<file path="src/hdl/cmd_combiner_pkg.sv">
package cmd_combiner_pkg;

    // Source selection codes shared by every combined function
    typedef enum logic [1:0] {
        SRC_TERMINAL = 2'h0,
        SRC_SERIAL   = 2'h1,
        SRC_AND      = 2'h2,
        SRC_OR       = 2'h3
    } src_sel_t;

    // Register byte offsets (word aligned)
    localparam logic [5:0] OFS_DIR_SRC    = 6'h00;
    localparam logic [5:0] OFS_SETUP_SRC  = 6'h04;
    localparam logic [5:0] OFS_PRESET_SRC = 6'h08;
    localparam logic [5:0] OFS_JOG_A      = 6'h0C;
    localparam logic [5:0] OFS_JOG_B      = 6'h10;
    localparam logic [5:0] OFS_PROFILE    = 6'h14;
    localparam logic [5:0] OFS_CTRL_WORD  = 6'h18;
    localparam logic [5:0] OFS_HIGH_LIMIT = 6'h1C;
    localparam logic [5:0] OFS_STATUS     = 6'h20;

    // Control word bit positions
    localparam int CW_REVERSE   = 0;
    localparam int CW_SETUP_LSB = 1;
    localparam int CW_SETUP_MSB = 2;
    localparam int CW_PRESET_LS = 3;
    localparam int CW_PRESET_MS = 4;
    localparam int CW_JOG_A     = 5;
    localparam int CW_JOG_B     = 6;

    // Status word field positions
    localparam int ST_REVERSE = 0;
    localparam int ST_SETUP   = 1;
    localparam int ST_PRESET  = 4;
    localparam int ST_JOG_A   = 6;
    localparam int ST_JOG_B   = 7;

    // Reset values; frequencies in 0.1 Hz steps
    localparam src_sel_t     RST_SRC        = SRC_OR;
    localparam logic         RST_PROFILE    = 1'b1;
    localparam logic [15:0]  RST_JOG        = 16'h0064;
    localparam logic [15:0]  RST_HIGH_LIMIT = 16'h01F4;
    localparam logic [15:0]  RST_CTRL_WORD  = 16'h0000;

    // Terminal inputs as one group
    typedef struct packed {
        logic       reverse;
        logic [1:0] setup;
        logic [1:0] preset;
    } term_t;

    // Combined commands presented to the drive
    typedef struct packed {
        logic        reverse_ccw;
        logic [2:0]  active_setup;
        logic [1:0]  preset_ref;
        logic        jog_active;
        logic [15:0] jog_freq;
    } drive_cmd_t;

endpackage

</file>
<file path="src/hdl/drive_command_source_combiner.sv">
// Design decisions made here: register access over Avalon-MM and the placing of the registers.
`timescale 1ns/1ps
// Overview of operation
// - Direction source has four codes: terminal, serial, AND, OR; default OR.
// - Combined reverse request one means counter-clockwise, zero clockwise.
// - Setup source uses the same four codes, default OR.
// - Active setup is one plus twice msb plus lsb, giving one to four.
// - AND and OR combine bus and terminal setup bits bitwise.
// - Preset source, default OR; bus preset bits count only in native profile.
// - Two jog speeds up to high limit, default 10 Hz; bus selects only in fieldbus profile.
// - Telegram profile: 0 fieldbus layout, 1 native layout; default 1.
// - Serial-only source ignores the terminal and follows the telegram bits; for preset only in native profile, zero in fieldbus.
module drive_command_source_combiner
(
    // Clock and reset
    input  wire logic                         mclk,
    input  wire logic                         nrst,
    // Avalon-MM slave
    input  wire logic [5:0]                   address,
    input  wire logic                         read,
    input  wire logic                         write,
    input  wire logic [31:0]                  writedata,
    input  wire logic [3:0]                   byteenable,
    output logic      [31:0]                  readdata,
    output logic                              waitrequest,
    // Terminal inputs, asynchronous pins
    input  wire cmd_combiner_pkg::term_t      term_in,
    // Combined drive commands
    output cmd_combiner_pkg::drive_cmd_t      drive_cmd
);

    ////////////////////////////////////////////////////////////////////////
    // State of the block
    typedef struct packed {
        cmd_combiner_pkg::term_t      term_meta;
        cmd_combiner_pkg::term_t      term_sync;
        cmd_combiner_pkg::src_sel_t   dir_src;
        cmd_combiner_pkg::src_sel_t   setup_src;
        cmd_combiner_pkg::src_sel_t   preset_reference_source_sel;
        logic [15:0]                  bus_jog_speed_a;
        logic [15:0]                  bus_jog_speed_b;
        logic                         profile;
        logic [15:0]                  ctrl_word;
        logic [15:0]                  high_limit;
        logic                         wait_flag;
        logic [31:0]                  rdata;
        cmd_combiner_pkg::drive_cmd_t cmd;
    } state_t;

    localparam state_t RESET_STATE = '{
        term_meta:                   '0,
        term_sync:                   '0,
        dir_src:                     cmd_combiner_pkg::RST_SRC,
        setup_src:                   cmd_combiner_pkg::RST_SRC,
        preset_reference_source_sel: cmd_combiner_pkg::RST_SRC,
        bus_jog_speed_a:             cmd_combiner_pkg::RST_JOG,
        bus_jog_speed_b:             cmd_combiner_pkg::RST_JOG,
        profile:                     cmd_combiner_pkg::RST_PROFILE,
        ctrl_word:                   cmd_combiner_pkg::RST_CTRL_WORD,
        high_limit:                  cmd_combiner_pkg::RST_HIGH_LIMIT,
        wait_flag:                   1'b1,
        rdata:                       '0,
        cmd:                         '0
    };

    state_t st_reg;
    state_t st_next;

    ////////////////////////////////////////////////////////////////////////
    // Source combination of two bit vectors under one selection code
    function automatic logic [1:0] combine
    (
        input cmd_combiner_pkg::src_sel_t sel,
        input logic [1:0]                 term,
        input logic [1:0]                 ser
    );
        logic [1:0] res;
        case (sel)
            cmd_combiner_pkg::SRC_TERMINAL: res = term;
            cmd_combiner_pkg::SRC_SERIAL:   res = ser;
            cmd_combiner_pkg::SRC_AND:      res = term & ser;
            cmd_combiner_pkg::SRC_OR:       res = term | ser;
            default:                        res = term | ser;
        endcase
        return res;
    endfunction

    // Clamp a jog write to the output frequency high limit
    function automatic logic [15:0] clamp_jog
    (
        input logic [15:0] val,
        input logic [15:0] lim
    );
        return (val > lim) ? lim : val;
    endfunction

    ////////////////////////////////////////////////////////////////////////
    // Next state
    always_comb
    begin
        logic [1:0]  rev_v;
        logic [1:0]  setup_v;
        logic [1:0]  preset_v;
        logic [1:0]  ser_preset;
        logic [31:0] rd;
        logic [15:0] wd;
        logic        req;
        logic        jog_a;
        logic        jog_b;
        rev_v      = '0;
        setup_v    = '0;
        preset_v   = '0;
        ser_preset = '0;
        rd         = '0;
        wd         = writedata[15:0];
        req        = read | write;
        jog_a      = 1'b0;
        jog_b      = 1'b0;
        st_next    = st_reg;

        // Two-stage synchroniser on terminal pins
        st_next.term_meta = term_in;
        st_next.term_sync = st_reg.term_meta;

        // Bus handshake: one wait cycle, then one ready cycle
        st_next.wait_flag = !(req && st_reg.wait_flag);

        // Read data is captured while waitrequest is still high
        case (address)
            cmd_combiner_pkg::OFS_DIR_SRC:    rd[1:0]  = st_reg.dir_src;
            cmd_combiner_pkg::OFS_SETUP_SRC:  rd[1:0]  = st_reg.setup_src;
            cmd_combiner_pkg::OFS_PRESET_SRC: rd[1:0]  = st_reg.preset_reference_source_sel;
            cmd_combiner_pkg::OFS_JOG_A:      rd[15:0] = st_reg.bus_jog_speed_a;
            cmd_combiner_pkg::OFS_JOG_B:      rd[15:0] = st_reg.bus_jog_speed_b;
            cmd_combiner_pkg::OFS_PROFILE:    rd[0]    = st_reg.profile;
            cmd_combiner_pkg::OFS_CTRL_WORD:  rd[15:0] = st_reg.ctrl_word;
            cmd_combiner_pkg::OFS_HIGH_LIMIT: rd[15:0] = st_reg.high_limit;
            cmd_combiner_pkg::OFS_STATUS:
            begin
                rd[cmd_combiner_pkg::ST_REVERSE]                     = st_reg.cmd.reverse_ccw;
                rd[cmd_combiner_pkg::ST_SETUP +: 3]                  = st_reg.cmd.active_setup;
                rd[cmd_combiner_pkg::ST_PRESET +: 2]                 = st_reg.cmd.preset_ref;
                rd[cmd_combiner_pkg::ST_JOG_A]                       = st_reg.cmd.jog_active
                    && !st_reg.ctrl_word[cmd_combiner_pkg::CW_JOG_B];
                rd[cmd_combiner_pkg::ST_JOG_B]                       = st_reg.cmd.jog_active
                    && st_reg.ctrl_word[cmd_combiner_pkg::CW_JOG_B];
            end
            default:                          rd = '0; // Unmapped reads zero
        endcase
        if (read && st_reg.wait_flag)
            st_next.rdata = rd;

        // Writes take effect on the edge where waitrequest is low
        if (write && !st_reg.wait_flag && byteenable[0])
        begin
            case (address)
                cmd_combiner_pkg::OFS_DIR_SRC:
                    st_next.dir_src = cmd_combiner_pkg::src_sel_t'(writedata[1:0]);
                cmd_combiner_pkg::OFS_SETUP_SRC:
                    st_next.setup_src = cmd_combiner_pkg::src_sel_t'(writedata[1:0]);
                cmd_combiner_pkg::OFS_PRESET_SRC:
                    st_next.preset_reference_source_sel =
                        cmd_combiner_pkg::src_sel_t'(writedata[1:0]);
                cmd_combiner_pkg::OFS_PROFILE:
                    st_next.profile = writedata[0];
                default:
                    st_next.profile = st_reg.profile;
            endcase
        end
        // 16-bit registers need both low byte lanes; a partial write is ignored
        if (write && !st_reg.wait_flag && (byteenable[1:0] == 2'h3))
        begin
            case (address)
                cmd_combiner_pkg::OFS_JOG_A:
                    st_next.bus_jog_speed_a = clamp_jog(wd, st_reg.high_limit);
                cmd_combiner_pkg::OFS_JOG_B:
                    st_next.bus_jog_speed_b = clamp_jog(wd, st_reg.high_limit);
                cmd_combiner_pkg::OFS_CTRL_WORD:
                    st_next.ctrl_word = wd;
                cmd_combiner_pkg::OFS_HIGH_LIMIT:
                begin
                    // Lowering the limit pulls stored jog speeds down with it
                    st_next.high_limit      = wd;
                    st_next.bus_jog_speed_a = clamp_jog(st_reg.bus_jog_speed_a, wd);
                    st_next.bus_jog_speed_b = clamp_jog(st_reg.bus_jog_speed_b, wd);
                end
                default:
                    st_next.high_limit = st_reg.high_limit;
            endcase
        end

        // Combination, re-evaluated every cycle from registered inputs
        rev_v = combine(st_reg.dir_src,
                        {1'b0, st_reg.term_sync.reverse},
                        {1'b0, st_reg.ctrl_word[cmd_combiner_pkg::CW_REVERSE]});
        st_next.cmd.reverse_ccw = rev_v[0];

        setup_v = combine(st_reg.setup_src, st_reg.term_sync.setup,
                          {st_reg.ctrl_word[cmd_combiner_pkg::CW_SETUP_MSB],
                           st_reg.ctrl_word[cmd_combiner_pkg::CW_SETUP_LSB]});
        st_next.cmd.active_setup = 3'h1 + {1'b0, setup_v};

        // Bus preset bits count as zero outside the native profile
        if (st_reg.profile)
            ser_preset = {st_reg.ctrl_word[cmd_combiner_pkg::CW_PRESET_MS],
                          st_reg.ctrl_word[cmd_combiner_pkg::CW_PRESET_LS]};
        preset_v = combine(st_reg.preset_reference_source_sel,
                           st_reg.term_sync.preset, ser_preset);
        st_next.cmd.preset_ref = preset_v;

        // Jog via bus only in fieldbus profile; jog b wins when both set
        jog_a = !st_reg.profile && st_reg.ctrl_word[cmd_combiner_pkg::CW_JOG_A];
        jog_b = !st_reg.profile && st_reg.ctrl_word[cmd_combiner_pkg::CW_JOG_B];
        st_next.cmd.jog_active = jog_a | jog_b;
        st_next.cmd.jog_freq   = jog_b ? st_reg.bus_jog_speed_b :
                                 (jog_a ? st_reg.bus_jog_speed_a : 16'h0000);
    end

    ////////////////////////////////////////////////////////////////////////
    // State register, synchronous reset
    always_ff @(posedge mclk)
    begin
        if (!nrst)
            st_reg <= RESET_STATE;
        else
            st_reg <= st_next;
    end

    // Outputs straight from flops
    assign readdata    = st_reg.rdata;
    assign waitrequest = st_reg.wait_flag;
    assign drive_cmd   = st_reg.cmd;

endmodule

</file>
<file path="config.mk">
export PLATFORM = sky130hd
export DESIGN_NAME = drive_command_source_combiner
export DESIGN_NICKNAME = d
export VERILOG_FILES = /design/src/hdl/cmd_combiner_pkg.sv /design/src/hdl/drive_command_source_combiner.sv
export SDC_FILE = /design/constraint.sdc
export NUM_CORES = 1
export LEC_CHECK = 0
export BUFFER_PORTS_ARGS = -buffer_cell sky130_fd_sc_hd__buf_2
export CORE_UTILIZATION = 60
export DETAILED_ROUTE_END_ITERATION = 7
export HOLD_SLACK_MARGIN = 0.1
export PLACE_DENSITY = 0.94
export SLEW_MARGIN = 20
export SYNTH_ARGS = -nofsm -noshare
export SYNTH_HDL_FRONTEND = slang
export SYNTH_SLANG_ARGS = --single-unit
</file>
<file path="constraint.sdc">
create_clock -name mclk -period 6.99 [get_ports mclk]
set_input_delay 1.398 -clock mclk [delete_from_list [all_inputs] [get_ports mclk]]
set_output_delay 1.398 -clock mclk [all_outputs]
set_load 0.02 [all_outputs]
</file>
==> results.md, run 1 <==
- Initial core utilization: 61.4%
- Yosys warns: 0
- Crit share post-route: 62.1%
- Switching Power: 0.415 mW
- Non-Filler Instances: 941
- Hold-fix buffers, CTS: 0
- Ports: 107
- Clock slew at reported path FFs: 60 ps
- DRT Pass-1 Iters: 5
- Die ar.: 11500 sq um
- Largest vdd supply drop: 0.000170 V
- CP Class: in2reg
- CTS tree: built
- Grt total ovfl: 0
- Longest Clk Path Bufs: 2
- Gp weighted congestion: 0.944
- Post-route ant nets: 0
- Mapped Area: 6650 sq um
- Synth unique cells: 53
- Dpl cells: 909
- Antenna diode count: 0
- Fin. Hold Viols: 0
- Slew Viols, Final: 0
- Row count: 38
- Setup Viol. Count Final: 0
- Post-route DRC: 0
- Routed WL: 17500 um
- P_int: 1.30 mW
- DR vias: 5878
- Post-Synth Adder-Cell Area: 9.22%
- Worst Path Max Fanout: 26
- PwrDens: 235 nW/um^2
- CTS HTree Levels: 4
- Simple-gate share of the synthesized area: 17.4%
- Initial antenna violation count: 0
- Max-cap violations: 0
- Maximum clock rate: 230 MHz
- Worst Hold Launch: st_next[130]$_SDFF_PN0_
- Most frequent cells in the layout: dfxtp_1 (121), nand2_1 (91), buf_2 (72), a21oi_1 (66), ha_1 (49)
- Hold path cells: 1
- Outcome: complete, no violations
- Unrepaired setup endpoints after global routing: no
- # clock sinks: 121
- Worst-margin pin slew: 1160 ps
- Initial drt markers: 536
- Clk_lat worst skew: 540 ps
- Cell count of the worst reg-to-reg path: 8
- Worst Path Arrival: 4750 ps
- Final #Nets: 888
- Num CTS Buffers: 17
- Layout cell share with drive strength beyond 1: 15.4%
- Core ar.: 10800 sq um
- Total track usage: 31.5%
- Synth Instances: 774
- Vias in the first global route: 5585
- Die X: 107 um
- Tmin final: 4340 ps
- Switching Fraction: 24.3%
- DR WL/cell: 18.6 um
- Startpoint types: input pin
- Setup TNS: 0 ps
- Seq pwr share: 41.0%
- Xor-xnor portion of the synthesized cell area: 0.263%
- Die height: 107 um
- Hold Path Class: reg2reg
- Main combinational cell family by area after synthesis: compound AO/OA/AOI/OAI gates
- Worst reg2reg path startpoint: waitrequest$_SDFF_PN1_
- First-pass GRT wire length: 27600 um
- Worst Setup End Kind: register
- Gate power share: 7.4%
- Largest net degree at the start of global routing: 124
- Number of fill cells: 807
- Compound-Gate Fraction of Synth Area: 19.9%
- IO Port Bufs: 72
- CTS root buf: clkbuf_8
- Synthesized area per cell: 8.59 sq um
- Post-DP HPWL: 11200 um
- Commonest non-fill, non-tap cell in the layout: dfxtp_1
- Hold Path Sink: st_reg[130]$_SDFF_PN0_
- Post-synthesis mux area share: 5.62%
- Leakage: 3.16 nW
- Post-CTS Resized: 0
- Area Growth Syn to Fin: 9.33%
- Critical path required time: 7400 ps
- Reg2Reg Setup Slack: 3280 ps
- Seq/Total Area, Yosys: 36.4%
- Setup Skew: 8.41 ps
- Max reg flops: 76
- R2r endpoint: st_reg[94]$_SDFFE_PN1P_
- Register bit count reported by yosys: 121
- Share of total power in the clock network: 51.5%
- Headroom to the max-slew limit: 23.0%
- Setup Fix Bufs, Post-CTS: 0
- Via/cell ratio: 6.25
## worst max path at each step
stage                       start                  endpoint  slack, ps  cells past startpoint
floorplan           writedata[15]  st_reg[105]$_SDFFE_PN0P_       3810                      7
global placement       address[4]   st_reg[95]$_SDFFE_PN1P_       2380                      7
finish                 address[4]   st_reg[94]$_SDFFE_PN1P_       2650                      7
CTS                    address[4]   st_reg[94]$_SDFFE_PN1P_       2810                      7
detailed placement     address[4]   st_reg[94]$_SDFFE_PN1P_       2290                      7
global route           address[4]   st_reg[94]$_SDFFE_PN1P_       2600                      7
## stage by stage
step	hold WS [ps]	setup slack (ps)	total power [mW]	util, %	area, sq um
after floorplan	412	3810	0.815	-	6710
after global placement	414	2380	0.836	61.5	6670
after detailed placement	419	2290	0.840	61.5	6670
after CTS	434	2810	1.71	67.1	7270
after global routing	448	2600	1.75	67.1	7270
final	432	2650	1.71	67.1	7270
## logic make-up after synthesis
kind of cell	Yosys count
and+or+nand+nor	226
AOI/OAI and AO/OA	208
buffers and inverters	131
DFF	121
adders and majority gates	49
muxes	36
xor gates and xnor gates	2
other	1
## routing by layer
metal | track usage, % | up-vias | wire length [um] | share of wire, %
met5 | 0 | - | 0 | 0
li1 | - | 2701 | - | -
met2 | 52.6 | 366 | 8410 | 48
met3 | 7.81 | 77 | 1590 | 9.1
met4 | 20.1 | 0 | 773 | 4.4
met1 | 36.1 | 2734 | 6760 | 39
## final cells by class
cell class	instances	area [sq um]	share of cell area, %
timing repair buffer	78	405	5.57
multi-input combinational	537	3550	48.8
clock buffer	18	428	5.88
sequential	121	2420	33.3
clock inverter	14	171	2.36
inverter	33	124	1.70
tap	140	175	2.41
## power by group through the flow
stage,combinational (mW),sequential [mW],clock [mW]
detailed placement,0.123,0.717,0
global placement,0.120,0.716,0
finish,0.127,0.702,0.882
global route,0.138,0.702,0.913
CTS,0.125,0.702,0.880
floorplan,0.0989,0.716,0
## synthesized netlist by cell type (all sizes together)
cell,number,area [sq um]
or4,1,7.51
nand2b,2,12.5
and4,1,8.76
a311oi,1,8.76
and4b,2,20.0
and2,26,163
nor3,5,47.5
mux2,1,11.3
o21ai,52,260
o2bb2ai,1,8.76
dfxtp,121,2420
o211ai,14,105
a2111o,1,11.3
a22oi,17,128
nor2,29,109
and3,1,6.26
xnor2,2,17.5
mux4,1,22.5
nor3b,10,75.1
nor2b,21,131
a221oi,14,123
a221o,1,10.0
ha,49,613
mux2i,34,340
a21o,2,15.0
clkbuf,29,109
or3,1,11.3
a21oi,66,330
a21bo,1,10.0
nor4,5,37.5
buf,69,510
a31oi,3,33.8
nand3,20,100
and3b,1,8.76
conb,1,3.75
o31a,1,8.76
a21boi,30,225
a41o,1,10.0
a32oi,2,25.0
nand4,10,75.1
nand2,91,342
inv,33,124
o211a,1,10.0
## worst max-delay path: stages
cell and delay, ps:
buf_2 580, nand4_2 760, a41o_1 470, a32oi_2 900
buf_4 330, and2_1 200, a21oi_1 100
Note: power is estimated with default switching activity, not from simulation.
==> inputs of run 2 (changes only) <==
CORE_UTILIZATION = 52   (was 60)
PLACE_DENSITY = 0.87   (was 0.94)
clock period = 3.9 ns   (was 6.99 ns; I/O delays follow)
==> run 2 against run 1 <==
Net effect: highest routed layer unchanged; register-to-register slack lost 2300 ps; first-iteration DRC count up 6.2%; clock power is 86% higher; final area up 2.2%; clock-buffer cell count grew 1; core utilization fell by 6.5 points; flip-flop and latch count did not move; hold slack worse by 2.0 ps; die area is 15% higher; largest cell class unchanged; combinational power is 86% higher.
==> results.md, run 2 (synthesis results as in run 1) <==
- Most frequent CP cell: buf_4
- Initial core utilization: 54.2%
- Cell area after layout: 7430 sq um
- CP peak stage delay: 590 ps
- Hold path cells: 1
- Critical path required time: 4190 ps
- Non-Filler Instances: 980
- Dpl cells: 948
- Core ar.: 12300 sq um
- Die ar.: 13200 sq um
- Commonest non-fill, non-tap cell in the layout: dfxtp_1
- Largest vdd supply drop: 0.000333 V
- Num CTS Buffers: 17
- Crit path cell chain: buf_2 > ha_1 > nand4_2 > nor3_1 > nor4_1 > buf_4 > a31oi_4 > buf_4 > mux2i_1 > a21oi_1
- Grt total ovfl: 0
- DRT Pass-1 Iters: 6
- Setup Skew: 7.70 ps
- Initial drt markers: 569
- Vias in the first global route: 5544
- Setup Viol. Count Final: 0
- Post-DP HPWL: 11900 um
- DR WL/cell: 18.2 um
- Die height: 115 um
- Post-DP Area: 6810 sq um
- Initial antenna violation count: 0
- IO Port Bufs: 72
- Most frequent cells in the layout: dfxtp_1 (121), nand2_1 (91), buf_2 (72), a21oi_1 (66), ha_1 (49)
- Maximum clock rate: 339 MHz
- Cell count of the worst reg-to-reg path: 10
- Clock slew at reported path FFs: 60 ps
- Post-CTS Resized: 0
- Unrepaired setup endpoints after global routing: no
- Via/cell ratio: 5.95
- Startpoint types: input pin
- Fin. Hold Viols: 0
- Post-route DRC: 0
- Slew Viols, Final: 0
- PwrDens: 421 nW/um^2
- Worst Path Max Fanout: 11
- DR vias: 5832
- Gp weighted congestion: 0.881
- Reg area: 2420 sq um
- Ports: 107
- Total track usage: 27.6%
- Tmin final: 2950 ps
- Row count: 40
- CP Class: in2reg
- Buffers and inverters on the worst path: 3
- Total power draw: 3.13 mW
- Max reg flops: 76
- Leakage: 3.22 nW
- Largest delay share family, worst path: compound AO/OA/AOI/OAI gates
- Area Growth Syn to Fin: 11.8%
- Setup Fix Bufs, Post-CTS: 0
- # clock sinks: 121
- Worst Setup End Kind: register
- Die X: 115 um
- Levels on crit path: 10
- First-pass GRT wire length: 27900 um
- Worst-margin pin slew: 922 ps
- Largest net degree at the start of global routing: 63
- Slowest CP cell: a31oi_4
- Headroom to the max-slew limit: 38.6%
- Setup TNS: 0 ps
- Antenna diode count: 0
- Longest Clk Path Bufs: 2
- Final #Nets: 899
- Clk_lat worst skew: 420 ps
- Max-cap violations: 0
- Number of fill cells: 1026
- Area of the multi-input gates: 3560 sq um
- Outcome: complete, no violations
- Hold Path Class: reg2reg
- Crit share post-route: 75.7%
- CTS tree: built
- CTS root buf: clkbuf_16
- Layout cell share with drive strength beyond 1: 16.5%
- Post-route ant nets: 0
- Worst Path Arrival: 3240 ps
- Hold-fix buffers, CTS: 0
- CTS HTree Levels: 4
- Routed WL: 17800 um
-- run 2: cell count changes in the layout (fill, tap and decap cells not counted) --
cell,delta
buf_4,+10
clkinv_2,-2
clkinv_4,-2
clkinvlp_4,+2
buf_12,+1
clkbuf_16,+1
inv_6,+1
nor3b_1,-1
nor3b_4,+1
o31a_1,+1
o31a_2,-1
-- run 2: path summary, 6_finish.rpt --
check,start,to,slack (ps)
worst min-delay path,st_next[130]$_SDFF_PN0_,st_reg[130]$_SDFF_PN0_,430
worst max-delay path,writedata[15],st_reg[93]$_SDFFE_PN0P_,950
worst max register to register,st_reg[71]$_SDFFE_PN0P_,st_reg[93]$_SDFFE_PN0P_,990
worst min register to register,st_next[130]$_SDFF_PN0_,st_reg[130]$_SDFF_PN0_,430
-- run 2: power breakdown --
group          leakage [nW]  internal [mW]  switching [mW]  total [mW]
clock                 0.289           1.04           0.593        1.64
combinational          1.95         0.0843           0.152       0.236
sequential            0.980           1.25         0.00767        1.26
total                  3.22           2.38           0.753        3.13
-- run 2: routing by layer --
metal	global-route usage [%]	part of all wire [%]	up-vias
met3	7.33	8.8	60
met4	12.6	3.3	0
li1	-	-	2711
met2	45.5	48	312
met5	0	0	-
met1	33.7	40	2749
-- run 2: stage by stage --
| step | utilization [%] | hold slack, ps | setup WS (ps) |
|---|---|---|---|
| detailed placement | 55.5 | 419 | 695 |
| finish | 60.6 | 430 | 946 |
| floorplan | - | 412 | 1340 |
| CTS | 60.6 | 432 | 1060 |
| global placement | 55.5 | 416 | 757 |
| global route | 60.6 | 447 | 944 |
-- run 2: area by class of cell --
class,count,share of cell area (%)
well taps,168,2.83
clock buffers,19,6.09
multi-input cells,537,47.8
inverters,33,1.67
repair buffers,89,6.73
flip-flops and latches,121,32.6
clock inverters,13,2.26
